===== config.mk =====
export PLATFORM = sky130hd
export DESIGN_NAME = rac_bit_cell
export DESIGN_NICKNAME = d
export VERILOG_FILES = /design/src/include/rac_pkg.sv /design/src/logic/rac_bit_cell.sv
export SDC_FILE = /design/constraint.sdc
export NUM_CORES = 1
export LEC_CHECK = 0
export BUFFER_PORTS_ARGS = -buffer_cell sky130_fd_sc_hd__clkbuf_2
export CORE_AREA = 2 2 39 41
export DETAILED_ROUTE_END_ITERATION = 12
export DIE_AREA = 0 0 41 43
export GPL_TIMING_DRIVEN = 1
export HOLD_SLACK_MARGIN = 0.1
export PLACE_DENSITY = 0.61
export SLEW_MARGIN = 10
export SYNTH_ARGS = -nofsm -noshare
export SYNTH_HDL_FRONTEND = slang
export SYNTH_SLANG_ARGS = --single-unit

===== constraint.sdc =====
create_clock -name ref_clk -period 1.89 [get_ports ref_clk]
set_clock_uncertainty 0.2 [all_clocks]
set_input_delay 0.2835 -clock ref_clk [delete_from_list [all_inputs] [get_ports ref_clk]]
set_output_delay 0.2835 -clock ref_clk [all_outputs]
set_load 0.05 [all_outputs]

===== src/include/rac_pkg.sv =====
// Package for the register access type cells: access kinds, request carrier, reset values
package rac_pkg;

  // Per-bit access kinds
  typedef enum logic [3:0] {
    RAC_HARDWARE_INITIALIZED,     // hardware_initialized
    RAC_RC,         // read_to_clear
    RAC_RCW,        // read_clear_writable
    RAC_RSVD,       // reserved
    RAC_RO,         // read only (constant or hardware status)
    RAC_RW,         // plain read-write
    RAC_W1C,        // write_one_clear
    RAC_RWL,        // lock_gated_writable
    RAC_ROS,        // sticky_read_only
    RAC_RWS,        // sticky_read_write
    RAC_W1CS,       // sticky_write_one_clear
    RAC_WT,         // write_transient_qualifier
    RAC_ZERO        // zero bit
  } rac_kind_t;

  // Accessor sources; all are treated the same by the cells
  typedef enum logic [1:0] {
    RAC_SRC_CFG,
    RAC_SRC_SMB,
    RAC_SRC_EEP
  } rac_src_t;

  localparam int RAC_WIDTH = 32;  // Default register width

  // One software access to the register
  typedef struct packed {
    logic                 rd;     // Read strobe, one cycle
    logic                 wr;     // Write strobe, one cycle
    rac_src_t             src;    // Which accessor
    logic [RAC_WIDTH-1:0] wdata;  // Write data
  } rac_req_t;

  // Reset kinds
  typedef struct packed {
    logic hot;    // Hot reset, one cycle or level
    logic fund;   // Fundamental reset, one cycle or level
    logic aux;    // Auxiliary power present
  } rac_rst_t;

  localparam logic [RAC_WIDTH-1:0] RAC_ZERO_WORD = 32'h0000_0000;

endpackage


===== src/logic/rac_bit_cell.sv =====
// Single storage bit whose next value depends on its access kind
`timescale 1ns/1ps
// Operation
// - All accessors obey the same bit rules
// - Hardware-initialized bits load init_val whenever init_en is high, else read-only
// - Read clears bit; writes discarded
// - Read clears bit; write loads value
// - Reserved bits masked and written back
// - Read-write bits take written value
// - Writing one clears status bit
// - Only hardware sets, never clears status
// - Lock-gated bits written only while unlocked
// - Lock-gated bits survive hot reset only
// - Sticky read-only bits ignore hot reset
// - Sticky read-write bits ignore hot reset
// - Sticky one-clear bits ignore hot reset
// - Persistent sticky bits survive fundamental reset while aux power is present
// - Write-transient bit reads zero, qualifies writes
// - Zero bits read zero, written zero
module rac_bit_cell
  import rac_pkg::*;
(
  input  wire logic      ref_clk,
  input  wire logic      reset,
  input  rac_pkg::rac_kind_t kind,
  input  wire logic      dflt,
  input  wire logic      frs,
  input  wire logic      init_en,
  input  wire logic      init_val,
  input  wire logic      hw_set,
  input  wire logic      hw_clr,
  input  wire logic      hw_val,
  input  wire logic      sw_rd,
  input  wire logic      sw_wr,
  input  wire logic      sw_bit,
  input  wire logic      unlock,
  input  wire logic      hot_rst,
  input  wire logic      fund_rst,
  input  wire logic      aux_pwr,
  output logic           val_q
);
  logic val_d;                                   // Next stored value
  logic is_sticky;                               // Survives hot reset
  logic keep_fund;                               // Survives fundamental reset
  logic zero_kind;                               // Kinds that never store anything
  logic rst_val;                                 // Value loaded by a hot or fundamental reset that reaches the bit

  assign is_sticky = (kind == RAC_ROS) || (kind == RAC_RWS) || (kind == RAC_W1CS)
                     || (kind == RAC_RWL);
  assign keep_fund = (kind != RAC_RWL) && is_sticky && frs && aux_pwr;
  // Zero-type kinds must not pick up a non-zero default on reset
  assign zero_kind = (kind == RAC_RSVD) || (kind == RAC_WT) || (kind == RAC_ZERO);
  assign rst_val   = zero_kind ? 1'b0 : dflt;

  // Next-value selection per kind; accessor source is not looked at
  always_comb begin
    val_d = val_q;
    unique case (kind)
      RAC_HARDWARE_INITIALIZED: begin
        if (init_en) begin
          val_d = init_val;
        end
      end
      RAC_RC: begin
        if (sw_rd) begin
          val_d = 1'b0;
        end
        if (hw_set) begin
          val_d = 1'b1;
        end
      end
      RAC_RCW: begin
        if (sw_rd) begin
          val_d = 1'b0;
        end
        if (sw_wr) begin
          val_d = sw_bit;
        end
        if (hw_set) begin
          val_d = 1'b1;
        end
      end
      RAC_RO, RAC_ROS: begin
        // Software writes ignored; hardware owns the value
        if (hw_set) begin
          val_d = 1'b1;
        end else if (hw_clr) begin
          val_d = 1'b0;
        end
      end
      RAC_RW, RAC_RWS: begin
        if (sw_wr) begin
          val_d = sw_bit;
        end
      end
      RAC_W1C, RAC_W1CS: begin
        if (sw_wr && sw_bit) begin
          val_d = 1'b0;
        end
        if (hw_set) begin
          val_d = 1'b1;
        end
      end
      RAC_RWL: begin
        if (sw_wr && unlock) begin
          val_d = sw_bit;
        end
      end
      RAC_RSVD, RAC_WT, RAC_ZERO: begin
        val_d = 1'b0;
      end
      default: begin
        val_d = val_q;
      end
    endcase
  end

  // Storage with reset priority: block reset, fundamental, then hot
  always_ff @(posedge ref_clk) begin
    if (reset) begin
      val_q <= 1'b0;
    end else if (fund_rst && !keep_fund) begin
      val_q <= rst_val;
    end else if (fund_rst) begin
      val_q <= val_q;
    end else if (hot_rst && !is_sticky) begin
      val_q <= rst_val;
    end else begin
      val_q <= val_d;
    end
  end

  // Hardware level input kept for wider status cells; this cell only uses set and clear
  logic unused_hw_val;
  assign unused_hw_val = hw_val;
endmodule


### After elaboration in Yosys (flattened, before gate mapping)

Index checks and enable logic that the tools add are counted.

| cells by class | value |
|---|---|
| reduce and logical (&&, ||, !) cells | 21 |
| muxes and demuxes | 16 |
| equal/unequal tests | 19 |

Operators with widths:

| operator | number |
|---|---|
| $eq 4x4->1 const B | 5 |
| $eq 4x3->1 const B | 4 |
| $mux 1 | 15 |
| $ne 5x5->1 const B | 2 |
| $reduce_bool 10->1 | 1 |
| $eq 4x2->1 const B | 2 |
| $ne 4x4->1 const B | 2 |
| $pmux 1 s8 | 1 |
| $logic_and 1x1->1 | 7 |
| $reduce_and 7->1 | 1 |
| $reduce_or 2->1 | 3 |
| $logic_or 1x1->1 | 5 |
| $eq 4x1->1 const B | 1 |
| $logic_not 4->1 | 1 |
| $ne 4x1->1 const B | 1 |
| $ne 4x3->1 const B | 1 |
| $reduce_or 3->1 | 1 |
| $logic_not 1->1 | 2 |
| $ne 2x1->1 const B | 1 |

| word-level totals | value |
|---|---|
| bits of input ports | 20 |
| register bits after elaboration | 1 |

### Logic depth before layout (Yosys ltp)

Gate-level depths: netlist of run 1.

| logic depth | value |
|---|---|
| depth in word-level cells | 11 |
| mapped depth | 6 |

### Worst setup path after synthesis of run 1

No wires, ideal clock.

| timing path | value |
|---|---|
| kind | input to register |
| from | in kind[2] |
| to | reg val_q |
| setup time | 0.079 ns |
| stages on the path | 6 |
| arrival time | 1.344 ns |
| path slack | 0.267 ns |
| cells stage by stage | buf_6 > nand4b_4 > o21ai_1 > nor2_1 > or4_4 > a211oi_2 |

| between the ends | value |
|---|---|
| longest elaborated chain between the ends | 11 |
| elaborated cells on any way between the ends | 43 |

RTL lines:

| element | RTL line | source |
|---|---|---|
| start, declared | rac_bit_cell.sv:25 | `input rac_pkg::rac_kind_t kind,` |
| $eq 4x4->1 | rac_bit_cell.sv:48, rac_bit_cell.sv:58 |  |
| $logic_or 1x1->1 (2 in series) | rac_bit_cell.sv:48 | `assign is_sticky = (kind == RAC_ROS) \|\| (kind == RAC_RWS) \|\| (kind == RAC_W1CS)` |
| $logic_or 1x1->1 | rac_bit_cell.sv:49 | `\|\| (kind == RAC_RWL);` |
| $logic_and 1x1->1 (3 in series) | rac_bit_cell.sv:50 | `assign keep_fund = (kind != RAC_RWL) && is_sticky && frs && aux_pwr;` |
| $logic_not 1->1 | rac_bit_cell.sv:122 | `end else if (fund_rst && !keep_fund) begin` |
| $logic_and 1x1->1 | rac_bit_cell.sv:122 |  |
| $reduce_bool 10->1 (no line), or another cell as far along | n/a |  |
| $reduce_and 7->1 (no line) | n/a |  |
| end signal, assigned | rac_bit_cell.sv:123 | `val_q <= rst_val;` |
| end signal, assigned | rac_bit_cell.sv:125 | `val_q <= val_q;` |
| end signal, assigned | rac_bit_cell.sv:127 | `val_q <= rst_val;` |
| end, declared | rac_bit_cell.sv:40 | `output logic val_q` |

Several ways; a longest one is shown, not always the timed one. The select of a mux whose other input is x is not followed.
A chain may end at the register's enable or synchronous reset.

### Final worst setup path of run 1

| timing path | value |
|---|---|
| from | in kind[1] |
| to | reg val_q |

Same word-level chain as after synthesis.

==> key figures, run 1 <==
Status
  • Status: finished, final reports clean

STA
  • Slew Limit Headroom: about four fifths
  • RSZ-0062 raised after global routing: no
  • Period utilization: 95.4%
  • Actual slew at the worst max-slew pin: 268 ps
  • Setup Viol. Count Final: 0
  • Total negative slack: 0 ps
  • Final number of hold-violating endpoints: 0
  • F_max: approximately 550 MHz
  • Final Max Tran Viols: 0
  • Fin crit period: between 1500 and 2000 ps

Worst setup path
  • Setup crit start kind: primary input
  • WP data arrival: 1520 ps
  • Setup CP Type: in -> reg
  • RR Startpoint: val_q$_SDFFE_PP0P_
  • Reg2reg setup slack: 630 ps
  • R2r endpoint: val_q$_SDFFE_PP0P_
  • Crit end category: flip-flop
  • Req. time, crit path: 1610 ps
  • Critical-path maximum fanout: 4
  • Worst R2R Path Depth: 5

Floorplanning
  • Die Height: 43 um
  • Initial Utilization: 30.3%
  • Die Wd: 41 um
  • Core footprint: 0.00138 mm2
  • IO Pins: 21
  • Die area: roughly 0.0018 mm2
  • Rows: 14

Clocking
  • Clock-pin slew on the worst setup and hold paths: 0 ps
  • Post-CTS Resized: 0
  • Post-CTS Setup Bufs: 0
  • Worst-skew pair later-pin latency: 0 ps
  • CTS Hold Bufs: 0

Synth
  • Yosys top cell area share: 6.27%
  • Largest cells by area after synthesis: nor2_1 6.3%, nand4b_4 5.7%, a21boi_0 5.4%
  • Cells after Synth: 58
  • Syn Area/Cell: 7.23 um2
  • Sequential fraction of the synthesis area: 4.78%
  • Post-synthesis sequential element count: 1
  • Mapped Area: about 420 um2
  • Syn_nets: 78
  • Synth area leader: nor2_1
  • Post-synthesis cell type count: 37
  • Syn. warnings: 0

Cells and area
  • Max reg flops: 1
  • Area Growth Syn to Fin: 28.7%
  • Final core utilization: 39.0%
  • Layout filler cell count: 157
  • Final net count: 99
  • Biggest regs: val_q: 1 flops
  • Layout cells sized above 1: 39.0%
  • Most frequent cells in the layout: 19 x clkbuf_2, 7 x nor2_1, 4 x buf_4
  • Commonest non-fill, non-tap cell in the layout: clkbuf_2
  • Number of diodes: 0
  • Biggest register: val_q

Global routing
  • First-pass GRT wire length: 1660 um
  • Vias in the first global route: 424
  • Total global routing overflow: 0
  • Largest net degree at the start of global routing: 14
  • GRT Overall Usage: 12.3%
  • Antenna violations before repair: 0

Flow run
  • Max-Cap Viols: 0

Placed design
  • DP HPWL: 830 um
  • Final GP Congestion: 0.698
  • IO buf count: 19

Power
  • Tot Pwr: 0.138 mW
  • Pwr per Cell Area: 255 mW/mm2
  • Pleak: 0.239 nW
  • VDD IR max: about 0.08 mV

Detailed routing
  • Wirelength per Cell: 10.9 um
  • DRC viols: 0
  • Via Count: 487
  • Vias per cell: 5.24
  • Routed Wire Length: 1010 um
  • Initial DRT Pass Iterations: 4
  • Antenna-violating nets left: 0
  • Initial detailed-routing violation count: 8

Min path
  • Hold Crit Class: in -> reg
  • Hold EP: val_q$_SDFFE_PP0P_
  • Hold path depth: 3
  • Hold_sp: reset
kinds of logic after synthesis:
logic type	count (synthesis)	synth area share, %
AND/OR/NAND/NOR	30	48.7
buffers and inverters	6	7.76
flip-flops	1	4.78
AO/OA/AOI/OAI	20	36.4
multiplexers	1	2.39
power by group:
group	internal [mW]	leakage, nW	switching, mW
combinational	0.0525	0.230	0.0595
sequential	0.0239	0.00834	0.00174
clock	0	0	0
how the worst max path moves through the flow:
stage          startpoint                  to  slack, ps
6_report          kind[1]  val_q$_SDFFE_PP0P_         90
5_1_grt           kind[1]  val_q$_SDFFE_PP0P_          5
4_1_cts           kind[1]  val_q$_SDFFE_PP0P_         80
3_5_place_dp      kind[1]  val_q$_SDFFE_PP0P_         90
3_3_place_gp      kind[1]  val_q$_SDFFE_PP0P_        110
2_1_floorplan     kind[2]  val_q$_SDFFE_PP0P_        270
synth_stat cells:
cell      number
nand4b_4       1
inv_1          1
o21ai_0        3
a211oi_1       1
or4_4          1
nor3_1         2
mux2i_1        1
o311a_1        1
a211oi_2       1
a21boi_0       3
or2_1          1
o211ai_2       1
nand4b_1       2
clkbuf_1       1
buf_2          2
and2_1         1
nor3b_1        2
o221ai_1       1
inv_2          1
nand3b_1       3
and2b_1        1
nor4b_1        1
o21ai_2        1
nor2_1         7
a21oi_1        1
a31oi_1        3
o211a_1        1
nand2b_1       2
o21bai_1       1
nand4_1        1
dfxtp_1        1
buf_6          1
and4_2         1
nor2b_1        2
nand2_1        2
a32oi_1        1
o21ai_1        1
critical path, cell delays in order:
cell and delay (ps):
clkbuf_2 110, and2_1 190, o211ai_2 210, nor3_1 70, or4_4 510, a211oi_2 150
metrics by stage:
step,area (um2),setup slack (ps),instances,hold slack [ps]
floorplan,419,267,58,257
global placement,539,111,93,347
detailed placement,539,91.2,93,354
CTS,539,83.0,93,356
global route,539,4.68,93,361
finish,539,86.2,93,353
metal layers:
metal,vias up,track usage (%),part of all wire [%]
li1,261,-,-
met3,0,0,3.9
met4,0,0,0
met5,-,0,0
met2,9,20.9,49
met1,217,17.8,47
cell type report:
cell class	instances	area, um2	area share (%)
multi-input combinational	51	367	68.0
sequential	1	20.0	3.71
inverter	2	7.51	1.39
timing repair buffer	23	125	23.2
tap	16	20.0	3.71
Note: power is estimated with default switching activity, not from simulation.
==> run 2: changes to the inputs <==
--- a/config.mk
+++ b/config.mk
@@ -5,13 +5,14 @@
 export SDC_FILE = /design/constraint.sdc
 export NUM_CORES = 1
 export LEC_CHECK = 0
+export ABC_AREA = 1
 export BUFFER_PORTS_ARGS = -buffer_cell sky130_fd_sc_hd__clkbuf_2
 export CORE_AREA = 2 2 39 41
 export DETAILED_ROUTE_END_ITERATION = 12
 export DIE_AREA = 0 0 41 43
 export GPL_TIMING_DRIVEN = 1
 export HOLD_SLACK_MARGIN = 0.1
-export PLACE_DENSITY = 0.61
+export PLACE_DENSITY = 0.54
 export SLEW_MARGIN = 10
 export SYNTH_ARGS = -nofsm -noshare
 export SYNTH_HDL_FRONTEND = slang
==> key figures, run 2 <==
Placed design
  • IO buf count: 19
  • Final GP Congestion: roughly 0.76
  • Setup WS pre-CTS: 290 ps
  • DP HPWL: 763 um

Floorplanning
  • Die Wd: 41 um
  • Core footprint: roughly 0.0014 mm2
  • IO Pins: 21
  • Initial Utilization: 24.6%
  • Rows: 14
  • Die area: 0.00176 mm2
  • Die Height: 43 um

Detailed routing
  • Initial detailed-routing violation count: 3
  • Antenna-violating nets left: 0
  • DRC viols: 0
  • Routed Wire Length: approximately 800 um
  • Vias per cell: about 4.3
  • Via Count: 468
  • Initial DRT Pass Iterations: 3
  • Wirelength per Cell: 7.52 um

STA
  • Fin crit period: 1600 ps
  • Setup ws final: 291 ps
  • Period utilization: 84.6%
  • Total negative slack: 0 ps
  • Fin Hold WS: 332 ps
  • Slew Limit Headroom: 81.5%
  • Setup Viol. Count Final: 0
  • Actual slew at the worst max-slew pin: 277 ps
  • Final Max Tran Viols: 0
  • RSZ-0062 raised after global routing: no
  • F_max: 625 MHz
  • Final number of hold-violating endpoints: 0

Synth
  • Mapped Area: 340 um2
  • Cells after Synth: 74
  • Post-synthesis sequential element count: 1
  • Post-synthesis cell type count: 13
  • Synth area leader: nand2_1
  • Top FF cell, synth: dfxtp_1
  • Most common library cells after synthesis: 21 x nand2_1, 14 x inv_1, 12 x nor2_1
  • Sequential fraction of the synthesis area: under 10%
  • EDFF count, synth: 0
  • Post-synth ARST share: 0%
  • Largest cells by area after synthesis: nand2_1 23%, nand3_1 16%, inv_1 15%
  • Syn Area/Cell: 4.60 um2
  • Yosys top cell area share: 23.2%
  • Most common cell in the netlist: nand2_1
  • Syn. warnings: 0
  • Syn_nets: 94

Power
  • Pleak: 0.288 nW
  • Tot Pwr: roughly 0.12 mW
  • Psw: 0.0587 mW
  • VDD IR max: 0.0844 mV
  • Clk pwr share: 0%
  • Logic gate share of total power: around 79%
  • Sw Share: 48.5%
  • Pwr per Cell Area: 266 mW/mm2
  • Total internal power: a little over 0.06 mW
  • Sequential Power Share: about a fifth

Status
  • Status: finished, final reports clean

Cells and area
  • Final core utilization: 32.9%
  • Biggest regs: val_q: 1 flops
  • Layout cells sized above 1: 30.1%
  • Max reg flops: 1
  • Final net count: 115
  • Number of diodes: 0
  • Biggest register: val_q
  • Commonest non-fill, non-tap cell in the layout: nand2_1
  • Most frequent cells in the layout: 21 x nand2_1, 19 x clkbuf_2, 14 x inv_1
  • Area Growth Syn to Fin: 33.8%

Global routing
  • GRT Overall Usage: a little under an eighth
  • Largest net degree at the start of global routing: 7
  • First-pass GRT wire length: ~1600 um
  • Total global routing overflow: 0
  • Vias in the first global route: 433
  • Antenna violations before repair: 0

Flow run
  • Max-Cap Viols: 0

Min path
  • Hold path depth: 4
  • Hold Crit Class: in -> reg

Worst setup path
  • Slowest stage delay, CP: 260 ps
  • WP data arrival: around 1300 ps
  • Crit-path slowest cell: nor2_1
  • Worst R2R Path Depth: 9
  • Setup crit start kind: primary input
  • Req. time, crit path: approximately 1600 ps
  • Crit-path most repeated cell: nand2_1
  • Critical-path maximum fanout: 6
  • Setup CP Type: in -> reg
  • Worst-path cell chain: clkbuf_2, nor2_1, nand2_1, o21ai_0, inv_1, nand3_1, nand2_1, nand2_1, nand2_1, nand2_1, nor2_1
  • Crit end category: flip-flop

Clocking
  • CTS Hold Bufs: 0
  • Post-CTS Resized: 0
  • Worst-skew pair later-pin latency: 0 ps
  • Clock-pin slew on the worst setup and hold paths: 0 ps
  • Post-CTS Setup Bufs: 0
## run 2: kinds of logic after synthesis
group / count (synthesis) / synth area share, %
simple gates: 53 / 70.2
buf+inv: 16 / 17.6
compound gates: 4 / 6.25
flops: 1 / 5.88
## run 2: path summary, 6_finish.rpt
path,start,to,slack [ps]
hold / removal,reset,val_q$_SDFFE_PP0P_,330
setup / recovery,kind[2],val_q$_SDFFE_PP0P_,290
setup reg to reg,val_q$_SDFFE_PP0P_,val_q$_SDFFE_PP0P_,570
hold reg to reg,val_q$_SDFFE_PP0P_,val_q$_SDFFE_PP0P_,340
## run 2: worst max-delay path: cells and delay by family
family,cells,cell delay [ps]
buffers and inverters,2,180
AND/OR/NAND/NOR,8,670
AO/OA/AOI/OAI,1,160
## run 2: cell type report
class	instances	area [um2]
fill	174	928
multi-input combinational	57	260
timing repair buffer	19	95.1
inverter	16	60.1
sequential	1	20.0
tap	16	20.0
## run 2: routing by layer
metal  global-route usage, %  part of all wire (%)  vias to the layer above
met2                    20.6                    52                        6
li1                        -                     -                      266
met1                    16.5                    45                      196
met5                       0                     0                        -
met3                       0                   2.9                        0
met4                       0                     0                        0
## run 2: stage by stage
step | instances | cell area, um2
floorplan | 74 | 340
global placement | 109 | 455
detailed placement | 109 | 455
CTS | 109 | 455
global route | 109 | 455
finish | 109 | 455
## run 2: power groups by stage
stage	combinational [mW]	clock [mW]	sequential [mW]
4_1_cts	0.0975	0	0.0251
2_1_floorplan	0.0534	0	0.0336
3_3_place_gp	0.0960	0	0.0249
6_report	0.0959	0	0.0251
5_1_grt	0.113	0	0.0254
3_5_place_dp	0.0969	0	0.0251
